File: config.mk
export PLATFORM = sky130hd
export DESIGN_NAME = pfm_pin_mux
export DESIGN_NICKNAME = d
export VERILOG_FILES = /design/src/hdl/pfm_pkg.sv /design/src/hdl/pfm_pin_mux.sv
export VERILOG_INCLUDE_DIRS = /design/src /design/src/hdl
export SDC_FILE = /design/constraint.sdc
export NUM_CORES = 2
export LEC_CHECK = 0
export ABC_AREA = 1
export CAP_MARGIN = 15
export CORE_AREA = 2 2 530 585
export DETAILED_ROUTE_END_ITERATION = 6
export DIE_AREA = 0 0 532 587
export DONT_BUFFER_PORTS = 1
export PLACE_DENSITY_LB_ADDON = 0.08
export SYNTH_ARGS = -nofsm -noshare
export SYNTH_HDL_FRONTEND = slang
export SYNTH_HIERARCHICAL = 1
export SYNTH_SLANG_ARGS = --single-unit
export TNS_END_PERCENT = 1
File: constraint.sdc
create_clock -name clk_sys_i -period 9.6 [get_ports clk_sys_i]
set_input_delay 0.48 -clock clk_sys_i [delete_from_list [all_inputs] [get_ports clk_sys_i]]
set_output_delay 0.48 -clock clk_sys_i [all_outputs]
set_load 0.02 [all_outputs]
File: src/hdl/pfm_regs.svh
`ifndef PFM_REGS_SVH
`define PFM_REGS_SVH

// register byte offsets
`define PFM_CTRL_OFS 8'h00
`define PFM_STATUS_OFS 8'h04
`define PFM_WORD_OFS 8'h08

// control register fields
`define PFM_CTRL_CP_EN 0
`define PFM_CTRL_ROLE_MODE 1
`define PFM_CTRL_ROLE_DIR 2
`define PFM_CTRL_AUDIO_EN 3
`define PFM_CTRL_FALL_EDGE 4
`define PFM_CTRL_RESET 5'h08

// status register fields
`define PFM_STAT_BWS_LSB 0
`define PFM_STAT_POWER_DOWN_N 2
`define PFM_STAT_BYPASS 3
`define PFM_STAT_REMOTE 4
`define PFM_STAT_OVF 5
`define PFM_STAT_FULL 6
`define PFM_STAT_EMPTY 7

// pin data bit positions
`define PFM_BIT_HS 18
`define PFM_BIT_VS 19
`define PFM_BIT_DE 20
`define PFM_BIT_WIDE_LSB 21
`define PFM_BIT_WIDE_MSB 26
`define PFM_BIT_AUX1 27
`define PFM_BIT_AUX2 28

// fifo depth
`define PFM_FIFO_DEPTH 32

`endif

File: src/hdl/pfm_pkg.sv
package pfm_pkg;

    // three-level bus width select as seen after the pin's level detector
    typedef enum logic [1:0] {
        PFM_BWS_LOW = 2'h0,
        PFM_BWS_HIGH = 2'h1,
        PFM_BWS_OPEN = 2'h3
    } pfm_bws_e;

    // pins driven by the video source
    typedef struct packed {
        logic [28:0] din;
        logic pclk;
        logic sd;
        logic ms;
        logic control_master_side_pin;
        logic power_down_n_n;
        logic [1:0] bus_width_select;
    } pfm_pins_s;

    // one captured pixel word toward the serializer
    typedef struct packed {
        logic [28:0] data;
        logic [28:0] crypt;
        logic hs;
        logic vs;
        logic de;
        logic [3:0] aux;
        logic sd_valid;
        logic sd_bit;
        logic sd_crypt;
    } pfm_word_s;

endpackage

File: src/hdl/pfm_pin_mux.sv
`timescale 1ns/10ps
`default_nettype none
`include "pfm_regs.svh"

module pfm_fifo #(
    parameter int WIDTH = 8,
    parameter int DEPTH = 32
) (
    input wire logic clk_sys_i,
    input wire logic resetn_i,
    input wire logic in_valid_i,
    output logic in_ready_o,
    input wire logic [WIDTH-1:0] in_data_i,
    output logic out_valid_o,
    input wire logic out_ready_i,
    output logic [WIDTH-1:0] out_data_o
);
    localparam int AW = $clog2(DEPTH);

    logic [WIDTH-1:0] mem [DEPTH];
    logic [AW:0] wr_ptr;
    logic [AW:0] rd_ptr;
    logic push;
    logic pop;

    assign in_ready_o = (wr_ptr - rd_ptr) != (AW+1)'(DEPTH);
    assign out_valid_o = wr_ptr != rd_ptr;
    assign push = in_valid_i && in_ready_o;
    assign pop = out_valid_o && out_ready_i;
    assign out_data_o = mem[rd_ptr[AW-1:0]];

    always_ff @(posedge clk_sys_i)
    begin
        if (push)
        begin
            mem[wr_ptr[AW-1:0]] <= in_data_i;
        end
    end

    always_ff @(posedge clk_sys_i or negedge resetn_i)
    begin
        if (!resetn_i)
        begin
            wr_ptr <= '0;
            rd_ptr <= '0;
        end
        else
        begin
            if (push)
            begin
                wr_ptr <= wr_ptr + 1'b1;
            end
            if (pop)
            begin
                rd_ptr <= rd_ptr + 1'b1;
            end
        end
    end
endmodule

module pfm_pin_mux #(
    parameter int FIFO_DEPTH = `PFM_FIFO_DEPTH
) (
    input wire logic clk_sys_i,
    input wire logic resetn_i,
    input wire pfm_pkg::pfm_pins_s pins_i,
    input wire logic hsel,
    input wire logic [31:0] haddr,
    input wire logic [1:0] htrans,
    input wire logic hwrite,
    input wire logic [2:0] hsize,
    input wire logic [31:0] hwdata,
    input wire logic hready,
    output logic hreadyout,
    output logic hresp,
    output logic [31:0] hrdata,
    output logic word_valid_o,
    input wire logic word_ready_i,
    output pfm_pkg::pfm_word_s word_o,
    output logic capture_ready_o,
    output logic power_down_o,
    output logic bypass_mode_o,
    output logic master_remote_o
);
    import pfm_pkg::*;

    localparam int WW = $bits(pfm_word_s);

    pfm_pins_s pins_meta;
    pfm_pins_s pins_sync;
    logic pclk_prev;
    logic [4:0] ctrl;
    logic ovf;
    logic [28:0] last_data;
    logic bypass_mode;
    logic master_remote;
    logic pclk_edge;
    logic capture;
    logic hb_mode;
    logic wide_mode;
    logic strobes;
    logic cp_en;
    pfm_word_s next_word;
    logic [7:0] wr_addr;
    logic wr_pend;
    logic rd_take;
    logic [31:0] next_rdata;
    logic fifo_full;
    logic fifo_empty;

    // pins come from the source's pixel clock domain
    always_ff @(posedge clk_sys_i or negedge resetn_i)
    begin
        if (!resetn_i)
        begin
            pins_meta <= '0;
            pins_sync <= '0;
        end
        else
        begin
            pins_meta <= pins_i;
            pins_sync <= pins_meta;
        end
    end

    always_ff @(posedge clk_sys_i or negedge resetn_i)
    begin
        if (!resetn_i)
        begin
            pclk_prev <= 1'b0;
        end
        else
        begin
            pclk_prev <= pins_sync.pclk;
        end
    end

    // edge select picks rising or falling pixel clock edge
    assign pclk_edge = ctrl[`PFM_CTRL_FALL_EDGE] ?
        (pclk_prev && !pins_sync.pclk) : (!pclk_prev && pins_sync.pclk);
    assign capture = pclk_edge && pins_sync.power_down_n_n;

    assign cp_en = ctrl[`PFM_CTRL_CP_EN];
    assign hb_mode = pins_sync.bus_width_select == PFM_BWS_OPEN;
    assign wide_mode = pins_sync.bus_width_select == PFM_BWS_HIGH;
    assign strobes = cp_en || hb_mode;

    always_comb
    begin
        next_word = '0;
        next_word.data[17:0] = pins_sync.din[17:0];
        next_word.crypt[17:0] = {18{cp_en}};
        // sync strobes replace data bits 18-20
        if (strobes)
        begin
            next_word.hs = pins_sync.din[`PFM_BIT_HS];
            next_word.vs = pins_sync.din[`PFM_BIT_VS];
            next_word.de = pins_sync.din[`PFM_BIT_DE];
        end
        else
        begin
            next_word.data[`PFM_BIT_DE:`PFM_BIT_HS] =
                pins_sync.din[`PFM_BIT_DE:`PFM_BIT_HS];
            next_word.crypt[`PFM_BIT_DE:`PFM_BIT_HS] = {3{cp_en}};
        end
        // upper bits 21-28 are dropped in base mode
        if (wide_mode || hb_mode)
        begin
            next_word.data[`PFM_BIT_WIDE_MSB:`PFM_BIT_WIDE_LSB] =
                pins_sync.din[`PFM_BIT_WIDE_MSB:`PFM_BIT_WIDE_LSB];
            next_word.crypt[`PFM_BIT_WIDE_MSB:`PFM_BIT_WIDE_LSB] = {6{cp_en}};
        end
        if (wide_mode)
        begin
            next_word.data[`PFM_BIT_AUX1] = pins_sync.din[`PFM_BIT_AUX1];
            next_word.data[`PFM_BIT_AUX2] = pins_sync.din[`PFM_BIT_AUX2];
        end
        if (hb_mode)
        begin
            next_word.aux[1] = pins_sync.din[`PFM_BIT_AUX1];
            next_word.aux[2] = pins_sync.din[`PFM_BIT_AUX2];
            next_word.aux[0] = ctrl[`PFM_CTRL_ROLE_MODE] && pins_sync.ms;
            next_word.aux[3] = ctrl[`PFM_CTRL_ROLE_DIR] && pins_sync.control_master_side_pin;
        end
        // serial-data pin doubles as a control input only with audio off
        if (!ctrl[`PFM_CTRL_AUDIO_EN])
        begin
            next_word.sd_valid = 1'b1;
            next_word.sd_bit = pins_sync.sd;
            next_word.sd_crypt = cp_en;
        end
    end

    // mode and direction roles follow the pins only while their ctrl role bits are clear
    always_ff @(posedge clk_sys_i or negedge resetn_i)
    begin
        if (!resetn_i)
        begin
            bypass_mode <= 1'b0;
        end
        else if (!ctrl[`PFM_CTRL_ROLE_MODE])
        begin
            bypass_mode <= pins_sync.ms;
        end
    end

    always_ff @(posedge clk_sys_i or negedge resetn_i)
    begin
        if (!resetn_i)
        begin
            master_remote <= 1'b0;
        end
        else if (!ctrl[`PFM_CTRL_ROLE_DIR])
        begin
            master_remote <= pins_sync.control_master_side_pin;
        end
    end

    always_ff @(posedge clk_sys_i or negedge resetn_i)
    begin
        if (!resetn_i)
        begin
            power_down_o <= 1'b0;
        end
        else
        begin
            power_down_o <= !pins_sync.power_down_n_n;
        end
    end

    assign bypass_mode_o = bypass_mode;
    assign master_remote_o = master_remote;

    // the pins cannot be stalled, so a word meeting a full fifo is lost and flagged
    pfm_fifo #(
        .WIDTH(WW),
        .DEPTH(FIFO_DEPTH)
    ) u_fifo (
        .clk_sys_i(clk_sys_i),
        .resetn_i(resetn_i),
        .in_valid_i(capture),
        .in_ready_o(capture_ready_o),
        .in_data_i(next_word),
        .out_valid_o(word_valid_o),
        .out_ready_i(word_ready_i),
        .out_data_o(word_o)
    );

    assign fifo_full = !capture_ready_o;
    assign fifo_empty = !word_valid_o;

    always_ff @(posedge clk_sys_i or negedge resetn_i)
    begin
        if (!resetn_i)
        begin
            last_data <= '0;
        end
        // a word dropped at a full fifo was never captured, so it does not show here
        else if (capture && !fifo_full)
        begin
            last_data <= next_word.data;
        end
    end

    // ahb-lite slave: zero wait states, always okay
    assign hreadyout = 1'b1;
    assign hresp = 1'b0;
    assign rd_take = hsel && htrans[1] && hready && !hwrite;

    always_ff @(posedge clk_sys_i or negedge resetn_i)
    begin
        if (!resetn_i)
        begin
            wr_pend <= 1'b0;
            wr_addr <= '0;
        end
        else if (hready)
        begin
            wr_pend <= hsel && htrans[1] && hwrite;
            wr_addr <= haddr[7:0];
        end
    end

    always_ff @(posedge clk_sys_i or negedge resetn_i)
    begin
        if (!resetn_i)
        begin
            ctrl <= `PFM_CTRL_RESET;
        end
        else if (wr_pend && wr_addr == `PFM_CTRL_OFS)
        begin
            ctrl <= hwdata[4:0];
        end
    end

    // overflow: a new loss wins over a same-cycle write-one clear
    always_ff @(posedge clk_sys_i or negedge resetn_i)
    begin
        if (!resetn_i)
        begin
            ovf <= 1'b0;
        end
        else if (capture && fifo_full)
        begin
            ovf <= 1'b1;
        end
        else if (wr_pend && wr_addr == `PFM_STATUS_OFS && hwdata[`PFM_STAT_OVF])
        begin
            ovf <= 1'b0;
        end
    end

    always_comb
    begin
        next_rdata = 32'h0000_0000;
        unique case (haddr[7:0])
            `PFM_CTRL_OFS:
            begin
                next_rdata[4:0] = ctrl;
            end
            `PFM_STATUS_OFS:
            begin
                next_rdata[`PFM_STAT_BWS_LSB +: 2] = pins_sync.bus_width_select;
                next_rdata[`PFM_STAT_POWER_DOWN_N] = power_down_o;
                next_rdata[`PFM_STAT_BYPASS] = bypass_mode;
                next_rdata[`PFM_STAT_REMOTE] = master_remote;
                next_rdata[`PFM_STAT_OVF] = ovf;
                next_rdata[`PFM_STAT_FULL] = fifo_full;
                next_rdata[`PFM_STAT_EMPTY] = fifo_empty;
            end
            `PFM_WORD_OFS:
            begin
                next_rdata[28:0] = last_data;
            end
            default:
            begin
                next_rdata = 32'h0000_0000;
            end
        endcase
    end

    // read data is registered at the address phase and stands in the data phase
    always_ff @(posedge clk_sys_i or negedge resetn_i)
    begin
        if (!resetn_i)
        begin
            hrdata <= 32'h0000_0000;
        end
        else if (rd_take)
        begin
            hrdata <= next_rdata;
        end
    end
endmodule
`default_nettype wire

; ---- Yosys cells after proc, flatten, opt, wreduce, memory -nomap -nowiden
; Memory sizes are Yosys's and may differ from the RTL's.
; Index checks and enable logic that the tools add are counted.
[classes]
addsub = 3
n_reduce_logical = 26
eq_ne = 7
muxes = 16
[ops]
columns = op, n
row1 = 2-to-1 mux 21 bit, 1
row2 = "equality test 8 x 3 -> 1 bit, second input constant", 2
row3 = logical NOT 8 bit, 2
row4 = logical AND 1 bit, 15
row5 = one-hot mux 5 bit (3 select lines), 1
row6 = "adder 6 x 1 -> 6 bit, second input constant", 2
row7 = 2-to-1 mux 3 bit, 4
row8 = 2-to-1 mux 6 bit, 2
row9 = "equality test 8 x 4 -> 1 bit, second input constant", 1
row10 = logical NOT 1 bit, 6
row11 = != test 6 bit, 1
row12 = "!= test 6 bit, second input constant", 1
row13 = one-hot mux 3 bit (2 select lines), 1
row14 = subtractor 6 bit, 1
row15 = 2-to-1 mux 1 bit, 5
row16 = 2-to-1 mux 4 bit, 1
row17 = "equality test 2 x 1 -> 1 bit, second input constant", 1
row18 = "equality test 2 bit, second input constant", 1
row19 = logical OR 1 bit, 2
row20 = 2-to-1 mux 2 bit, 1
row21 = nonzero test 2 bit, 1
[word_totals]
regBits = 161
ramBits = 2112
out_inout_bits = 107
mem_count = 1
wordCells = 79
input_bits = 111
[memory_table]
columns = memory, words, word_bits, rd, rd_clocked_by_memory_dff, write_ports, line_no
row1 = u_fifo.mem, 32, 66, 1, 0, 1, pfm_pin_mux.sv:20  ; logic [WIDTH-1:0] mem [DEPTH];

; ---- Logic depth before layout (Yosys ltp)
[depth]
ltp_word = 7
mapped_depth = 19
ltp_nobuf = 14

; ---- By module
; Netlist, hierarchy kept.
[by_module_without_submodules]
columns = mod, area_per_inst_um2, n_inst, seq_area_each_um2, cells_each
row1 = pfm_fifo, 86360.3, 1, 65643.0, 6735
row2 = pfm_pin_mux, 5271.3, 1, 3729.8, 492

; ---- Worst setup path before layout
; No wires, ideal clock.
[synth_timing]
path_kind = register to register
from = reg ctrl[0]
to = mem u_fifo/mem[0][31] in the netlist's numbering (data pin)
arrival_time_ns = 9.352
slack_ns = -0.373
required_time_ns = 8.980
path_buffers = 0
stages_incl_launch_ff = 3
synth_period_minus_slack_ns = 9.973
setup_time_ns = 0.620
path_cell_list = dfrtp_1 -> nand2_1 -> inv_1
[synth_rtl]
columns = item, line_no
row1 = start: declaration, pfm_pin_mux.sv:92  ; logic [4:0] ctrl;
row2 = start signal: assignment, pfm_pin_mux.sv:288  ; ctrl <= `PFM_CTRL_RESET;
row3 = start signal: assignment, pfm_pin_mux.sv:292  ; ctrl <= hwdata[4:0];
row4 = end: declaration, pfm_pin_mux.sv:20

==> flow_metrics.py <==
metrics = {
    "sta": {
        "rsz0062_at_grt": "no",
        "hold_ws_ns": 0.0745,
        "fin_ws_ns": 3.10,
        "slew_headroom_pct": 15.2,
        "fin_crit_sh_pct": 67.7,
        "slew_violations": 0,
        "worstMarginPinSlew_ns": 1.27,
        "fin_tns_setup_ns": 0,
        "max_freq_mhz": 154,
        "period_needed_ns": 6.50,
        "hold_viol_final": 0,
        "setup_viol": 0,
        "skew_ns": 0.0382,
    },
    "placed_design": {
        "dp_hpwl_um": 148000,
        "portBuffers": 0,
        "place_area_um2": 96800,
        "pre_cts_slack_ns": 3.19,
        "routabilityCongestion": 0.738,
        "dp.cells": 11159,
    },
    "synth": {
        "yosysSeqAreaShare_pct": 75.7,
        "synth_warnings": 6,
        "synth_top_area_share_pct": 71.3,
        "synth_edf_count": 2176,
        "synth_top_flop_cell": "edfxtp_1",
        "synth_common_cells": "edfxtp_1, nor2_1, o21ai_0",
        "synthArstFlopShare_pct": 6.89,
        "yosysTopAreaCell": "edfxtp_1",
        "synth_area_um2": 91600,
        "ys_types": 37,
        "syn_inst": 7227,
        "synth_area_leaders": "edfxtp_1, nor2_1, o21ai_0, dfrtp_1, nand2_1",
        "yosysMostFrequentCell": "edfxtp_1",
        "syn_area_per_cell_um2": 12.7,
        "ys_seq_elements": 2337,
    },
    "final_layout": {
        "syn_to_final_growth_pct": 15.7,
        "final_cells": 11708,
        "register_area_um2": 69400,
        "layout-drive-gt1-share_pct": 7.79,
        "fin_nets": 7522,
        "multiInputGateArea_um2": 20500,
        "fillers": 30334,
        "fin_area_um2": 106000,
    },
    "hold_path": {
        "hold_start": "haddr[0]",
        "holdPathEnd": "hrdata[5]$_DFFE_PN0P_",
        "hold_class": "in -> reg",
        "whs_path_depth": 5,
    },
    "clocking": {
        "cts.sinks": 2337,
        "cts-hold-fix-buffers": 60,
        "clock_tree.root_cell": "clkbuf_16",
        "cts.path.max_buffers": 4,
        "path_clk_slew_ns": 0.06,
        "cts_setup_buffers": 0,
        "ctsHtreeMaxLevel": 5,
        "numCtsBuffers": 272,
        "ctsResizeCount": 0,
        "clk_latency_ns": 0.89,
        "cts_tree": "built",
    },
    "worst_setup_path": {
        "cpMostUsedCell": "nor2_1",
        "cp_slowest_cell": "buf_4",
        "worst_setup_path_start_kind": "flop",
        "critPathRequiredTime_ns": 9.12,
        "cp_num_buf_inv": 4,
        "crit_type": "reg -> out",
        "r2r_cells": 15,
        "rr_endpoint": "u_fifo/mem[9][21]$_DFFE_PP_",
        "worstPathCellList": "buf_4, buf_4, buf_4, buf_4, nor2_1, nor2_1, o21ai_0, o211ai_1, o21ai_1, nor2_1, nor2_1, nor2_1",
        "endpoint_kind": "output port",
        "crit_path_start": "u_fifo/rd_ptr[0]$_DFFE_PN0P_",
        "max_stage_delay_ns": 0.80,
        "crit_arrival_ns": 6.02,
        "path_max_fanout": 75,
        "r2r-start": "u_fifo/rd_ptr[2]$_DFFE_PN0P_",
        "rrSetupSlack_ns": 3.32,
        "critical_path.top_delay_family": "buffers and inverters",
    },
    "routing": {
        "vias": 57516,
        "vias_per_cell": 4.91,
        "remaining_drc_errors": 0,
        "drtPass1Iterations": 6,
        "maxUsedRoutingLayer": "met5",
        "dr_wl_met2_um": 141000,
        "wl_met1_um": 140000,
        "antenna_left": 0,
        "wl_met3_um": 15300,
        "wl_per_cell_um": 25.8,
        "wl_um": 303000,
        "initialDrtViolationCount": 4975,
    },
    "grt": {
        "grt_max_degree": 191,
        "overflow": 0,
        "grt_pass1_vias": 57076,
        "antenna_found_initial": 7,
        "grtUsageTotal_pct": 18.9,
        "grt_pass1_wl_um": 428000,
    },
    "floorplanning": {
        "die_y_um": 587,
        "num_rows": 214,
        "dieArea_um2": 312000,
        "core_um2": 307000,
        "fp.dieW_um": 532,
        "initial_core_util_pct": 29.8,
        "ios": 218,
    },
    "pwr": {
        "intPower_mw": 19.6,
        "leakagePower_nw": 34.9,
        "irDropWorstVdd_uv": 279,
        "p_sw_mw": 12.1,
        "power_density_nw_per_um2": 298,
        "clkPwrFrac_pct": 31.3,
        "switching_share_pct": 38.2,
        "p_seq_share_pct": 36.8,
        "comb_power_share_pct": 31.8,
    },
    "run_status": {
        "status": "finished clean",
    },
    "run": {
        "maxCapViolations": 0,
    },
}
==> per-stage QoR <==
step	utilization [%]	power, mW
after global placement	31.5	22.1
after CTS	34.4	32.2
final	34.5	31.6
after floorplan	-	18.3
after global routing	34.5	33.4
after detailed placement	31.5	22.1
==> area by class of cell <==
class / instances / area share [%]
inverters: 94 / 0.367
flip-flops and latches: 2337 / 65.4
multi-input cells: 4479 / 19.3
well taps: 4104 / 4.84
clock inverters: 105 / 0.814
clock buffers: 368 / 7.06
repair buffers: 217 / 2.17
diodes: 4 / 0.00944
==> cell families (layout without fill, tap and decap cells) <==
| logic type | after synthesis | after routing | share of synthesized area (%) |
|---|---|---|---|
| XOR/XNOR | 9 | 9 | 0.0860 |
| AND/OR/NAND/NOR | 2607 | 2607 | 11.1 |
| buffers and inverters | 574 | 784 | 2.94 |
| AO/OA/AOI/OAI | 1686 | 1686 | 9.97 |
| other | 2 | 169 | 0.00820 |
| adder cells (fa/ha/maj) | 10 | 10 | 0.137 |
| multiplexers | 2 | 2 | 0.0246 |
| flip-flops | 2337 | 2337 | 75.7 |
==> power groups by stage <==
stage	sequential [mW]	combinational, mW	clock, mW
after floorplan	11.7	6.52	0
after global placement	11.9	10.2	0
after detailed placement	11.9	10.2	0
after CTS	11.7	10.3	10.2
after global routing	11.7	11.2	10.6
final	11.7	10.1	9.91
==> how the worst max path moves through the flow <==
stage	end	slack, ns	cells after the start
after global routing	word_o[2]	2.66	12
after detailed placement	u_fifo/mem[9][11]$_DFFE_PP_	3.19	15
after CTS	word_o[2]	2.97	12
after floorplan	u_fifo/mem[0][31]$_DFFE_PP_	2.78	2
after global placement	u_fifo/mem[9][11]$_DFFE_PP_	3.14	15
final	word_o[2]	3.10	12
==> flip-flops by register name, summed over array words and instances, names as in the netlist, 5 cells and up <==
signal and flops:
hrdata 29, u_fifo/wr_ptr 6, last_data 29, next_word 18, ctrl 5, u_fifo/mem 2176
pins_meta 36, u_fifo/rd_ptr 6, pins_sync 18, wr_addr 8
==> worst reg2reg max path, delay by kind of cell (launching register included) <==
family                   cells  cell delay (ns)
adder cells (fa/ha/maj)      1             0.58
buffers and inverters        6             2.63
flip-flops                   1             0.85
AND/OR/NAND/NOR              8             1.72
==> metal layers <==
layer	vias up	global-route usage, %
met2	1246	30.5
met1	29620	26.4
met4	2	4.19
li1	26262	-
met5	-	0
met3	386	3.52
==> cell usage in the layout, fill, tap and decap left out, drive strengths merged <==
cell type,synthesis,routed
a21oi,11,11
and2,1,1
buf,227,158
bufinv,0,8
clkbuf,253,368
clkinv,1,83
clkinvlp,0,2
conb,2,165
dfrtp,160,160
dfstp,1,1
diode,0,4
dlygate4sd3,0,59
edfxtp,2176,2176
ha,10,10
inv,93,106
mux2,2,2
nand2,614,614
nand3,260,260
nand3b,2,2
nand4,2,2
nor2,1715,1715
nor3,10,10
nor4,1,1
o211ai,104,104
o21ai,1221,1221
o22ai,350,350
or2,2,2
xnor2,2,2
xor2,7,7
Power figures use the tool's default switching activity.
